## src/hw/apr_pkg.sv

```systemverilog
// Shared constants, carriers and helpers of the active power to pulse rate block
package apr_pkg;
  // Sample and arithmetic widths
  localparam int DW = 24;
  localparam int GAIN_SHIFT = 4;
  localparam int HPF_SHIFT = 12;
  // Pole at fs / (2*pi*2^14), about 4.4 Hz with a 450 kHz sample rate
  localparam int LPF_SHIFT = 14;
  localparam int LPF_CORNER_MHZ = 4500;
  localparam int OSC_HZ = 450000;
  // Full-scale product exponent and the base divide exponents 18 down to 15
  localparam int PWR_FS_EXP = 2 * DW - 2;
  localparam int BASE_EXP_MAX = 18;
  // Pulse widths on the outputs
  localparam int CLK_PERIOD_PS = 5000;
  localparam int SLOW_PULSE_NS = 2000;
  localparam int CF_PULSE_NS = 500;
  localparam int SLOW_PULSE_CYC = (SLOW_PULSE_NS * 1000) / CLK_PERIOD_PS;
  localparam int CF_PULSE_CYC = (CF_PULSE_NS * 1000) / CLK_PERIOD_PS;
  // Register byte offsets
  localparam logic [7:0] REG_CTRL = 8'h00;
  localparam logic [7:0] REG_STATUS = 8'h04;
  localparam logic [7:0] REG_POWER = 8'h08;
  localparam logic [7:0] REG_SLOW_CNT = 8'h0C;
  localparam logic [7:0] REG_CF_CNT = 8'h10;
  // Register fields and reset values
  localparam int CTRL_RUN_BIT = 0;
  localparam int CTRL_CLR_BIT = 1;
  localparam logic [31:0] CTRL_RESET = 32'h0000_0001;
  localparam int STAT_SEL_LSB = 0;
  localparam int STAT_GAIN_BIT = 3;
  localparam int STAT_LEVEL_LSB = 8;
  localparam logic [1:0] HTRANS_NONSEQ = 2'h2;

  typedef struct packed {
    logic signed [DW-1:0] cur;
    logic signed [DW-1:0] volt;
  } apr_sample_t;

  typedef struct packed {
    logic scale;
    logic high;
    logic low;
  } apr_sel_t;

  typedef struct packed {
    logic act;
    logic write;
    logic [7:0] addr;
  } apr_ahb_req_t;

  // Divide exponent of the slow base rate: 18, 17, 16, 15 for codes 0..3
  function automatic logic [6:0] base_exp(input apr_sel_t s);
    base_exp = 7'(BASE_EXP_MAX) - {5'h00, s.high, s.low};
  endfunction

  // Log2 of the calibration to slow pulse ratio
  function automatic logic [6:0] ratio_log2(input apr_sel_t s);
    unique case ({s.scale, s.high, s.low})
      3'h4: ratio_log2 = 7'h07;
      3'h0, 3'h5: ratio_log2 = 7'h06;
      3'h1, 3'h6: ratio_log2 = 7'h05;
      3'h2, 3'h7: ratio_log2 = 7'h04;
      default: ratio_log2 = 7'h0B;
    endcase
  endfunction
endpackage

```

## src/hw/apr_active_power.sv

```systemverilog
// Active power path from current and voltage samples to energy pulse outputs
// How it works
// - High-pass current samples to strip dc
// - Multiply filtered current by matching voltage sample
// - Low-pass the product to get active power
// - Power low-pass is single pole near 4.5 Hz
// - Match high-pass phase in the voltage channel
// - Accumulate active power into pulse rate
// - Slow outputs use long accumulation between pulses
// - Calibration output accumulates over much shorter period
// - Rate selects pick oscillator over 2^18..2^15
// - Scale and rate selects set ratio 16..2048
// - Slow outputs are active-high pulses
// - Current gain one or sixteen from pin
`timescale 1ns/100ps
module apr_active_power #(
  parameter int FIFO_DEPTH = 16,
  parameter int SLOW_PULSE_CYC = apr_pkg::SLOW_PULSE_CYC,
  parameter int CF_PULSE_CYC = apr_pkg::CF_PULSE_CYC
) (
  input wire logic hclk,
  input wire logic hresetn,
  input wire logic hsel,
  input wire logic [31:0] haddr,
  input wire logic [1:0] htrans,
  input wire logic hwrite,
  input wire logic [2:0] hsize,
  input wire logic [31:0] hwdata,
  input wire logic hready,
  output logic hreadyout,
  output logic [31:0] hrdata,
  output logic hresp,
  input wire logic sample_valid,
  input wire apr_pkg::apr_sample_t sample,
  output logic sample_ready,
  input wire logic rate_select_low,
  input wire logic rate_select_high,
  input wire logic calibration_scale_select,
  input wire logic current_gain_select,
  output logic energy_pulse_out_a,
  output logic energy_pulse_out_b,
  output logic calibration_pulse_out
);
  localparam int DW = apr_pkg::DW;
  localparam int CW = DW + 1 + apr_pkg::GAIN_SHIFT;
  localparam int PW = CW + DW + 1;
  localparam int AW = PW + apr_pkg::BASE_EXP_MAX + 2;
  localparam int LW = $clog2(FIFO_DEPTH) + 1;
  localparam int SCW = $clog2(SLOW_PULSE_CYC + 1);
  localparam int FCW = $clog2(CF_PULSE_CYC + 1);

  // Select pins come from outside and pass two flops first
  logic [3:0] pin_meta;
  logic [3:0] pin_sync;
  always_ff @(posedge hclk or negedge hresetn) begin
    if (!hresetn) begin
      pin_meta <= 4'h0;
      pin_sync <= 4'h0;
    end else begin
      pin_meta <= {current_gain_select, calibration_scale_select, rate_select_high, rate_select_low};
      pin_sync <= pin_meta;
    end
  end

  apr_pkg::apr_sel_t sel;
  wire logic gain16 = pin_sync[3];
  assign sel = '{scale: pin_sync[2], high: pin_sync[1], low: pin_sync[0]};

  // Control register, run bit enables draining of the sample FIFO
  logic [31:0] ctrl;
  wire logic run = ctrl[apr_pkg::CTRL_RUN_BIT];
  logic cnt_clear;

  // Sample FIFO; a stopped path lets it fill and drop sample_ready
  apr_pkg::apr_sample_t fifo_out;
  logic fifo_valid;
  logic [LW-1:0] fifo_level;
  wire logic pop = fifo_valid && run;
  apr_fifo #(.WIDTH($bits(apr_pkg::apr_sample_t)), .DEPTH(FIFO_DEPTH)) u_fifo (
    .clk(hclk),
    .rst_n(hresetn),
    .s_valid(sample_valid),
    .s_ready(sample_ready),
    .s_data(sample),
    .m_valid(fifo_valid),
    .m_ready(run),
    .m_data(fifo_out),
    .level(fifo_level)
  );

  // Current dc removal, voltage through an identical section so phases match
  logic hp_valid;
  logic signed [DW:0] cur_hp;
  logic signed [DW:0] volt_hp;
  apr_one_pole #(.W(DW), .SHIFT(apr_pkg::HPF_SHIFT)) u_hpf_cur (
    .clk(hclk),
    .rst_n(hresetn),
    .in_valid(pop),
    .x(fifo_out.cur),
    .out_valid(hp_valid),
    .lp(),
    .hp(cur_hp)
  );
  apr_one_pole #(.W(DW), .SHIFT(apr_pkg::HPF_SHIFT)) u_hpf_volt (
    .clk(hclk),
    .rst_n(hresetn),
    .in_valid(pop),
    .x(fifo_out.volt),
    .out_valid(),
    .lp(),
    .hp(volt_hp)
  );

  // Gain of 16 is a left shift; headroom is in CW so nothing wraps
  wire logic signed [CW-1:0] cur_scaled = gain16 ? (CW'(cur_hp) <<< apr_pkg::GAIN_SHIFT) : CW'(cur_hp);
  wire logic signed [PW-1:0] next_prod = PW'(cur_scaled) * PW'(volt_hp);

  logic prod_valid;
  logic signed [PW-1:0] prod;
  always_ff @(posedge hclk or negedge hresetn) begin
    if (!hresetn) begin
      prod_valid <= 1'b0;
      prod <= '0;
    end else begin
      prod_valid <= hp_valid;
      if (hp_valid) prod <= next_prod;
    end
  end

  // Single-pole low-pass extracts the dc term of the product
  logic lpf_valid;
  logic signed [PW-1:0] act_pwr;
  apr_one_pole #(.W(PW), .SHIFT(apr_pkg::LPF_SHIFT)) u_lpf (
    .clk(hclk),
    .rst_n(hresetn),
    .in_valid(prod_valid),
    .x(prod),
    .out_valid(lpf_valid),
    .lp(act_pwr),
    .hp()
  );

  // Reverse power is not billed, so it adds nothing
  wire logic [AW-1:0] pwr_pos = act_pwr[PW-1] ? '0 : AW'(act_pwr);

  // Thresholds: slow at full scale times 2^n, calibration smaller by the ratio
  wire logic [6:0] slow_exp = 7'(apr_pkg::PWR_FS_EXP) + apr_pkg::base_exp(sel);
  wire logic [6:0] cf_exp = slow_exp - apr_pkg::ratio_log2(sel);
  wire logic [AW-1:0] thr_slow = AW'(1) << slow_exp;
  wire logic [AW-1:0] thr_cf = AW'(1) << cf_exp;

  logic [AW-1:0] acc_slow;
  logic [AW-1:0] acc_cf;
  wire logic [AW-1:0] next_acc_slow = acc_slow + pwr_pos;
  wire logic [AW-1:0] next_acc_cf = acc_cf + pwr_pos;
  wire logic fire_slow = lpf_valid && (next_acc_slow >= thr_slow);
  wire logic fire_cf = lpf_valid && (next_acc_cf >= thr_cf);

  // Crossing subtracts the threshold so the residue carries to the next pulse
  always_ff @(posedge hclk or negedge hresetn) begin
    if (!hresetn) begin
      acc_slow <= '0;
      acc_cf <= '0;
    end else if (lpf_valid) begin
      acc_slow <= fire_slow ? next_acc_slow - thr_slow : next_acc_slow;
      acc_cf <= fire_cf ? next_acc_cf - thr_cf : next_acc_cf;
    end
  end

  // Slow pulses alternate between the two outputs, as a stepper drive needs
  logic slow_to_b;
  logic [SCW-1:0] slow_cnt_a;
  logic [SCW-1:0] slow_cnt_b;
  logic [FCW-1:0] cf_cnt;
  always_ff @(posedge hclk or negedge hresetn) begin
    if (!hresetn) begin
      slow_to_b <= 1'b0;
      slow_cnt_a <= '0;
      slow_cnt_b <= '0;
      cf_cnt <= '0;
    end else begin
      if (fire_slow) slow_to_b <= !slow_to_b;
      if (fire_slow && !slow_to_b) slow_cnt_a <= SCW'(SLOW_PULSE_CYC);
      else if (slow_cnt_a != '0) slow_cnt_a <= slow_cnt_a - 1'b1;
      if (fire_slow && slow_to_b) slow_cnt_b <= SCW'(SLOW_PULSE_CYC);
      else if (slow_cnt_b != '0) slow_cnt_b <= slow_cnt_b - 1'b1;
      if (fire_cf) cf_cnt <= FCW'(CF_PULSE_CYC);
      else if (cf_cnt != '0) cf_cnt <= cf_cnt - 1'b1;
    end
  end

  // Outputs are decodes of flop counters, high while a count runs
  assign energy_pulse_out_a = slow_cnt_a != '0;
  assign energy_pulse_out_b = slow_cnt_b != '0;
  assign calibration_pulse_out = cf_cnt != '0;

  // Pulse tallies for software; a pulse in the clear cycle still counts
  logic [31:0] slow_total;
  logic [31:0] cf_total;
  always_ff @(posedge hclk or negedge hresetn) begin
    if (!hresetn) begin
      slow_total <= 32'h0000_0000;
      cf_total <= 32'h0000_0000;
    end else begin
      slow_total <= (cnt_clear ? 32'h0000_0000 : slow_total) + 32'(fire_slow);
      cf_total <= (cnt_clear ? 32'h0000_0000 : cf_total) + 32'(fire_cf);
    end
  end

  // AHB-Lite slave, zero wait states, always OKAY
  apr_pkg::apr_ahb_req_t req;
  wire logic addr_ok = haddr[31:8] == 24'h00_0000;
  wire logic take = hsel && hready && (htrans == apr_pkg::HTRANS_NONSEQ || htrans == 2'h3);
  wire logic [31:0] status_word = (32'(sel) << apr_pkg::STAT_SEL_LSB)
                                | (32'(gain16) << apr_pkg::STAT_GAIN_BIT)
                                | (32'(fifo_level) << apr_pkg::STAT_LEVEL_LSB);
  wire logic [31:0] power_word = act_pwr[PW-1:PW-32];
  logic [31:0] rd_mux;
  always_comb begin
    rd_mux = 32'h0000_0000;
    if (addr_ok) begin
      unique case (haddr[7:0])
        apr_pkg::REG_CTRL: rd_mux = ctrl;
        apr_pkg::REG_STATUS: rd_mux = status_word;
        apr_pkg::REG_POWER: rd_mux = power_word;
        apr_pkg::REG_SLOW_CNT: rd_mux = slow_total;
        apr_pkg::REG_CF_CNT: rd_mux = cf_total;
        default: rd_mux = 32'h0000_0000;
      endcase
    end
  end

  assign hreadyout = 1'b1;
  assign hresp = 1'b0;
  wire logic wr_ctrl = req.act && req.write && req.addr == apr_pkg::REG_CTRL;
  assign cnt_clear = wr_ctrl && hwdata[apr_pkg::CTRL_CLR_BIT];

  // Address phase is latched; read data is loaded then so it stands in the data phase
  always_ff @(posedge hclk or negedge hresetn) begin
    if (!hresetn) begin
      req <= '0;
      hrdata <= 32'h0000_0000;
      ctrl <= apr_pkg::CTRL_RESET;
    end else begin
      req.act <= take && addr_ok;
      req.write <= hwrite;
      req.addr <= haddr[7:0];
      if (take && !hwrite) hrdata <= rd_mux;
      if (wr_ctrl) ctrl <= {31'h0000_0000, hwdata[apr_pkg::CTRL_RUN_BIT]};
    end
  end

  AST_POP_NEEDS_RUN: assert property (@(posedge hclk) disable iff (!hresetn)
    pop |-> run && fifo_valid) else $error("sample popped while stopped");
  AST_HPF_FOLLOWS_POP: assert property (@(posedge hclk) disable iff (!hresetn)
    pop |=> hp_valid ##1 prod_valid) else $error("filter stage missed a sample");
  AST_PRODUCT_VALUE: assert property (@(posedge hclk) disable iff (!hresetn)
    hp_valid |=> prod == PW'($past(cur_scaled)) * PW'($past(volt_hp))) else $error("product wrong");
  AST_GAIN_SCALE: assert property (@(posedge hclk) disable iff (!hresetn)
    hp_valid && gain16 |-> cur_scaled == CW'(cur_hp) * 16) else $error("gain of 16 not applied");
  AST_LPF_FOLLOWS_PROD: assert property (@(posedge hclk) disable iff (!hresetn)
    prod_valid |=> lpf_valid) else $error("low-pass missed a product");
  AST_ACC_RESIDUE: assert property (@(posedge hclk) disable iff (!hresetn)
    fire_cf |=> acc_cf == $past(acc_cf) + $past(pwr_pos) - $past(thr_cf)) else $error("residue lost");
  AST_ACC_HOLD: assert property (@(posedge hclk) disable iff (!hresetn)
    !lpf_valid |=> $stable(acc_slow) && $stable(acc_cf)) else $error("accumulator moved without sample");
  AST_SLOW_BASE: assert property (@(posedge hclk) disable iff (!hresetn)
    !sel.high && !sel.low |-> thr_slow == AW'(1) << 64) else $error("slow base not 2^18");
  AST_CF_RATIO_MAX: assert property (@(posedge hclk) disable iff (!hresetn)
    !sel.scale && sel.high && sel.low |-> thr_slow == thr_cf << 11) else $error("ratio not 2048");
  AST_SLOW_PULSE_HIGH: assert property (@(posedge hclk) disable iff (!hresetn)
    fire_slow && !slow_to_b |=> energy_pulse_out_a [*8]) else $error("slow pulse too short");
  AST_SLOW_ALTERNATE: assert property (@(posedge hclk) disable iff (!hresetn)
    fire_slow |=> slow_to_b != $past(slow_to_b)) else $error("slow outputs did not alternate");
  AST_CF_PULSE: assert property (@(posedge hclk) disable iff (!hresetn)
    fire_cf |=> calibration_pulse_out [*4]) else $error("calibration pulse missing");
  AST_CLEAR_KEEPS_EVENT: assert property (@(posedge hclk) disable iff (!hresetn)
    cnt_clear |=> cf_total == 32'($past(fire_cf))) else $error("clear lost a pulse");
  AST_READ_NEXT: assert property (@(posedge hclk) disable iff (!hresetn)
    take && !hwrite && addr_ok && haddr[7:0] == apr_pkg::REG_CTRL |=> hrdata == $past(ctrl))
    else $error("control readback wrong");


  // Bus side: zero wait states and OKAY keep any master from stalling
  AST_BUS_OKAY: assert property (@(posedge hclk) disable iff (!hresetn)
    hreadyout && !hresp) else $error("bus answer not zero-wait OKAY");
  AST_CTRL_WRITE: assert property (@(posedge hclk) disable iff (!hresetn)
    wr_ctrl |=> ctrl == {31'h0000_0000, $past(hwdata[apr_pkg::CTRL_RUN_BIT])})
    else $error("control write lost");
  AST_UNMAPPED_ZERO: assert property (@(posedge hclk) disable iff (!hresetn)
    take && !hwrite && !addr_ok |=> hrdata == 32'h0000_0000) else $error("unmapped read not zero");
  // Stream side: the source only sees a refusal once all sixteen words are held
  AST_READY_FULL: assert property (@(posedge hclk) disable iff (!hresetn)
    !sample_ready |-> fifo_level == LW'(FIFO_DEPTH)) else $error("refused before full");
  AST_HP_NEEDS_POP: assert property (@(posedge hclk) disable iff (!hresetn)
    hp_valid |-> $past(pop)) else $error("filter output without a sample");
  AST_GAIN_ONE: assert property (@(posedge hclk) disable iff (!hresetn)
    hp_valid && !gain16 |-> cur_scaled == CW'(cur_hp)) else $error("gain of one altered sample");

  // Threshold table; a wrong exponent shifts every pulse rate by a power of two
  AST_BASE_FAST: assert property (@(posedge hclk) disable iff (!hresetn)
    sel.high && sel.low |-> thr_slow == (AW'(1) << 61)) else $error("slow base not 2^15");
  AST_BASE_STEP: assert property (@(posedge hclk) disable iff (!hresetn)
    sel.high && !sel.low |-> thr_slow == (AW'(1) << 62)) else $error("slow base not 2^16");
  AST_RATIO_128: assert property (@(posedge hclk) disable iff (!hresetn)
    sel.scale && !sel.high && !sel.low |-> thr_slow == (thr_cf << 7)) else $error("ratio not 128");
  AST_RATIO_16: assert property (@(posedge hclk) disable iff (!hresetn)
    sel.high && (sel.scale == sel.low) |-> thr_slow == (thr_cf << 4)) else $error("ratio not 16");
  AST_CF_FASTER: assert property (@(posedge hclk) disable iff (!hresetn)
    thr_cf < thr_slow) else $error("calibration threshold not below slow");

  // Reverse power must never move an accumulator upward
  AST_REVERSE_NO_ADD: assert property (@(posedge hclk) disable iff (!hresetn)
    lpf_valid && act_pwr[PW-1] |=> acc_slow <= $past(acc_slow) && acc_cf <= $past(acc_cf))
    else $error("reverse power accumulated");
  // Tallies step by one per fire when no clear is pending
  AST_TALLY_STEP: assert property (@(posedge hclk) disable iff (!hresetn)
    !cnt_clear |=> cf_total == $past(cf_total) + 32'($past(fire_cf))) else $error("tally step wrong");

  COV_CLEAR: cover property (@(posedge hclk) disable iff (!hresetn) cnt_clear);
  COV_SLOW_PULSE: cover property (@(posedge hclk) disable iff (!hresetn) $rose(energy_pulse_out_b));
  COV_CF_PULSE: cover property (@(posedge hclk) disable iff (!hresetn) fire_cf ##[1:1000] fire_cf);
  COV_FIFO_FULL: cover property (@(posedge hclk) disable iff (!hresetn) !sample_ready);
  COV_GAIN16: cover property (@(posedge hclk) disable iff (!hresetn) fire_cf && gain16);
endmodule

```

## src/hw/apr_fifo.sv

```systemverilog
// Flip-flop FIFO with valid and ready on both sides
`timescale 1ns/100ps
module apr_fifo #(
  parameter int WIDTH = 48,
  parameter int DEPTH = 16
) (
  input wire logic clk,
  input wire logic rst_n,
  input wire logic s_valid,
  output logic s_ready,
  input wire logic [WIDTH-1:0] s_data,
  output logic m_valid,
  input wire logic m_ready,
  output logic [WIDTH-1:0] m_data,
  output logic [$clog2(DEPTH):0] level
);
  localparam int AW = $clog2(DEPTH);
  logic [WIDTH-1:0] mem [DEPTH];
  logic [AW-1:0] wr_ptr;
  logic [AW-1:0] rd_ptr;
  wire push = s_valid && s_ready;
  wire pop = m_valid && m_ready;

  // Honest full and empty from the fill level
  assign s_ready = level != (AW+1)'(DEPTH);
  assign m_valid = level != '0;
  assign m_data = mem[rd_ptr];

  // Pointers wrap at the depth, which need not be a power of two
  always_ff @(posedge clk or negedge rst_n) begin
    if (!rst_n) begin
      wr_ptr <= '0;
      rd_ptr <= '0;
      level <= '0;
    end else begin
      if (push) wr_ptr <= (wr_ptr == AW'(DEPTH - 1)) ? '0 : wr_ptr + 1'b1;
      if (pop) rd_ptr <= (rd_ptr == AW'(DEPTH - 1)) ? '0 : rd_ptr + 1'b1;
      level <= level + (AW+1)'(push) - (AW+1)'(pop);
    end
  end

  // Storage has no reset; only written words are ever read
  always_ff @(posedge clk) begin
    if (push) mem[wr_ptr] <= s_data;
  end

  AST_FIFO_LEVEL_BOUND: assert property (@(posedge clk) disable iff (!rst_n)
    level <= (AW+1)'(DEPTH)) else $error("fifo level above depth");
endmodule

```

## src/hw/apr_one_pole.sv

```systemverilog
// Single-pole recursive filter giving both low-pass and high-pass outputs
`timescale 1ns/100ps
module apr_one_pole #(
  parameter int W = 24,
  parameter int SHIFT = 12
) (
  input wire logic clk,
  input wire logic rst_n,
  input wire logic in_valid,
  input wire logic signed [W-1:0] x,
  output logic out_valid,
  output logic signed [W-1:0] lp,
  output logic signed [W:0] hp
);
  logic signed [W+SHIFT-1:0] st;
  wire logic signed [W-1:0] lp_now = st[W+SHIFT-1:SHIFT];
  // State is the average scaled by 2^SHIFT; the pole is 1 - 2^-SHIFT
  wire logic signed [W+SHIFT-1:0] next_st = st + (W+SHIFT)'(x) - (W+SHIFT)'(lp_now);

  always_ff @(posedge clk or negedge rst_n) begin
    if (!rst_n) begin
      st <= '0;
      lp <= '0;
      hp <= '0;
      out_valid <= 1'b0;
    end else begin
      out_valid <= in_valid;
      if (in_valid) begin
        st <= next_st;
        lp <= next_st[W+SHIFT-1:SHIFT];
        hp <= (W+1)'(x) - (W+1)'(lp_now);
      end
    end
  end

  AST_POLE_HP_VALUE: assert property (@(posedge clk) disable iff (!rst_n)
    in_valid |=> hp == $past(x) - $past(lp_now)) else $error("high-pass output wrong");
endmodule

```

## config.mk

```make
export PLATFORM = sky130hd
export DESIGN_NAME = apr_active_power
export DESIGN_NICKNAME = d
export VERILOG_FILES = /design/src/hw/apr_pkg.sv /design/src/hw/apr_active_power.sv /design/src/hw/apr_fifo.sv /design/src/hw/apr_one_pole.sv
export SDC_FILE = /design/constraint.sdc
export NUM_CORES = 2
export LEC_CHECK = 0
export BUFFER_PORTS_ARGS = -buffer_cell sky130_fd_sc_hd__buf_2
export CAP_MARGIN = 5
export CORE_ASPECT_RATIO = 1.5
export CORE_MARGIN = 8
export CORE_UTILIZATION = 65
export CTS_CLUSTER_DIAMETER = 100
export DETAILED_ROUTE_END_ITERATION = 8
export GPL_ROUTABILITY_DRIVEN = 0
export PLACE_DENSITY_LB_ADDON = 0.3
export SYNTH_ARGS = -nofsm -noshare
export SYNTH_HDL_FRONTEND = slang
export SYNTH_SLANG_ARGS = --single-unit
```

## constraint.sdc

```tcl
create_clock -name hclk -period 10.3 [get_ports hclk]
set_input_delay 2.06 -clock hclk [delete_from_list [all_inputs] [get_ports hclk]]
set_output_delay 2.06 -clock hclk [all_outputs]
set_load 0.1 [all_outputs]
```

==> key figures <==
Status
  – Status: finished, final reports clean

Timing
  – Slew Limit Fails: 0
  – F_max: 0.102 GHz
  – Layout Skew: 0.0632 ns
  – Final min period: 9.77 ns
  – Slew Limit Headroom: 9.87%
  – Worst slew pin tran: 1.35 ns
  – RSZ-0062 raised after global routing: no
  – Period Utilization, post-route: 94.8%
  – Setup TNS: 0 ns
  – Final Hold Fails: 0
  – Hold_ws: 0.354 ns
  – Endpoints failing setup: 0

Floorplanning
  – Die width: 346 um
  – Io pins: 165
  – Core Box Area: 162000 sq um
  – Cell Rows: 181
  – Initial Util: 65.4%
  – Die extent in y: 511 um
  – DIE AREA: 177000 sq um

Synth
  – Yosys reg bits: 1317
  – Ys flop type: edfxtp_1
  – Synth warnings: 0
  – Async SR Flop Fraction: 41.7%
  – Avg Inst Size Synth: 10.2 sq um
  – Synth Cell Area: 106000 sq um
  – Post-synth cell types: 106
  – Mapped Cells: 10.4k
  – Post-synth EDFFs: 768
  – Post-synthesis sequential area ratio: 34.6%

Worst setup path
  – CP Max Fanout: 25
  – Reg2Reg Depth: 32
  – Crit path required time: 10.97 ns
  – Slowest stage delay, CP: 0.86 ns
  – RR Startpoint: pin_sync[3]
  – Crit. Startpoint: pin_sync[3]
  – Critical path arrival: 10.44 ns
  – Reg2reg end: prod[53]
  – Crit Path Class: reg2reg
  – Startpoint class of the critical path: flip-flop
  – Reg2reg setup slack: 0.53 ns
  – CP max-delay cell: dfrtp_1
  – Crit path to: prod[53]
  – CP endpoint kind: flip-flop

Routing
  – # DRC: 0
  – Final WL: 301000 um
  – TritonRoute pass-1 iters: 9
  – Vias per inst: 6.33
  – DRT iter0 DRCs: 7054
  – WL per Instance: 23.8 um
  – ANT nets after route: 0
  – Via count: 80.1k

CTS
  – Num CTS Buffers: 130
  – CTS tree: yes
  – Worst-Skew Late Latency: 0.85 ns
  – H-tree depth: 4
  – CTS Root Cell: clkbuf_16
  – Num Clock Sinks: 1317
  – Post-CTS Setup Inserts: 0
  – Clock tree buffer depth: 3
  – Worst-path clk slew: 0.07 ns

Min path
  – Hold WC Path Type: reg2reg

Final layout
  – Core Util, Final: 70.2%
  – Area grow syn2layout: 7.27%
  – Filler cells: 11.1k
  – Layout Nets: 12.1k
  – Share of layout cells above drive strength 1: 8.05%
  – Non-Filler Instances: 12.7k

Global routing
  – Vias in the first global route: 84.6k
  – Antenna violations before repair: 13
  – Global-route usage over all layers: 33.8%
  – Largest net degree at the start of global routing: 124
  – Gr ovfl total: 0
  – First-pass GRT wire length: 468000 um

Placement
  – Number of port buffers: 128
  – Placed Cells: 12.4k
  – Detailed placer's ending HPWL: 211000 um

Run
  – Max-cap violations: 0
sequential cells by signal (all words and copies together), names as in the netlist, 10 cells and up:
name,flops
hrdata,32
acc_cf,74
u_lpf.st,68
slow_total,32
acc_slow,74
u_hpf_cur.hp,25
u_hpf_volt.st,36
u_fifo.mem,768
prod,54
u_hpf_volt.hp,25
cf_total,32
req,10
u_hpf_cur.st,36
worst min-delay path by stage:
stage / startpoint / to / slack [ns] / cells after the start
floorplan: pin_meta[0] / pin_sync[0] / 0.33 / 0
global placement: pin_meta[0] / pin_sync[0] / 0.36 / 0
detailed placement: pin_meta[0] / pin_sync[0] / 0.36 / 0
CTS: pin_meta[0] / pin_sync[0] / 0.37 / 0
global route: pin_meta[0] / pin_sync[0] / 0.37 / 0
finish: pin_meta[0] / pin_sync[0] / 0.35 / 0
cells in the final DEF (no fill, tap or decap), types with 111 or more instances in the layout:
cell / synthesis / final
mux4_2: 240 / 240
xnor2_1: 340 / 340
conb_1: 2 / 111
and2_1: 301 / 297
buf_4: 6 / 117
a21o_1: 292 / 292
clkbuf_16: 0 / 130
nor2_1: 610 / 604
buf_2: 17 / 127
fa_1: 894 / 894
a21oi_1: 728 / 728
ha_1: 621 / 621
xor2_1: 221 / 221
nand3_1: 158 / 158
o21ai_0: 532 / 531
nand2_1: 1109 / 1109
inv_1: 1408 / 1407
edfxtp_1: 768 / 768
dfrtp_1: 548 / 539
metal layers:
metal  GRT usage, %  vias up  wire length [um]
met3           7.05     1556             23700
met2           60.2     4251            152000
li1               -    35182                 -
met5              0        -                48
met1           34.8    39087             96800
met4           25.6        8             28200
what timing repair did:
action                                 CTS  global route
gates resized for setup                  0             6
endpoints found under the hold margin    0             0
hold buffers                             0             0
setup endpoints to repair                0             8
cells by family after synthesis:
| family | synth area share (%) |
|---|---|
| buffers and inverters | 6.62 |
| AO/OA/AOI/OAI | 12.1 |
| XOR/XNOR | 4.62 |
| other | 0.00707 |
| AND/OR/NAND/NOR | 12.0 |
| multiplexers | 5.85 |
| adder cells (fa/ha/maj) | 24.2 |
| flip-flops | 34.6 |
Yosys cell counts, drive strengths merged (86+ instances only):
| cell type | count | area (sq um) |
|---|---|---|
| edfxtp | 768 | 23100 |
| fa | 894 | 17900 |
| inv | 1410 | 5290 |
| nand2 | 1109 | 4160 |
| mux4 | 240 | 5410 |
| xnor2 | 340 | 2980 |
| nor2 | 612 | 2300 |
| ha | 621 | 7770 |
| nand3 | 158 | 791 |
| and3 | 96 | 601 |
| a21oi | 732 | 3690 |
| xor2 | 221 | 1940 |
| clkbuf | 371 | 1390 |
| dfrtp | 548 | 13700 |
| o21ai | 549 | 2750 |
| nand4 | 86 | 538 |
| a21o | 293 | 2210 |
| and2 | 301 | 1880 |
final cells by class:
cell class	instances	area, sq um	area share (%)
Sequential cell	1317	36800	32.3
Inverter	1411	5300	4.65
Clock buffer	152	3390	2.97
Antenna cell	7	17.5	0.0154
Clock inverter	86	1200	1.05
Multi-Input combinational cell	7333	63000	55.2
Timing Repair Buffer	251	1650	1.45
Tap cell	2104	2630	2.31
metrics by stage:
step                setup WS [ns]  area [sq um]
floorplan                    1.67        107000
global placement            0.638        109000
detailed placement          0.516        109000
CTS                         0.421        114000
global route               0.0313        114000
finish                      0.532        114000
critical path: cells and delay by family (launching register included):
| family | cells | cell delay, ns |
|---|---|---|
| compound gates | 11 | 2.66 |
| fa+ha+maj | 8 | 3.92 |
| mux | 1 | 0.72 |
| simple gates | 3 | 0.65 |
| flops | 1 | 0.86 |
| xor+xnor | 1 | 0.19 |
| buf+inv | 8 | 0.58 |
Power is left out: the tool's default activity adds up to more than one toggle a clock period on the data nets, which glitch-free logic cannot reach.
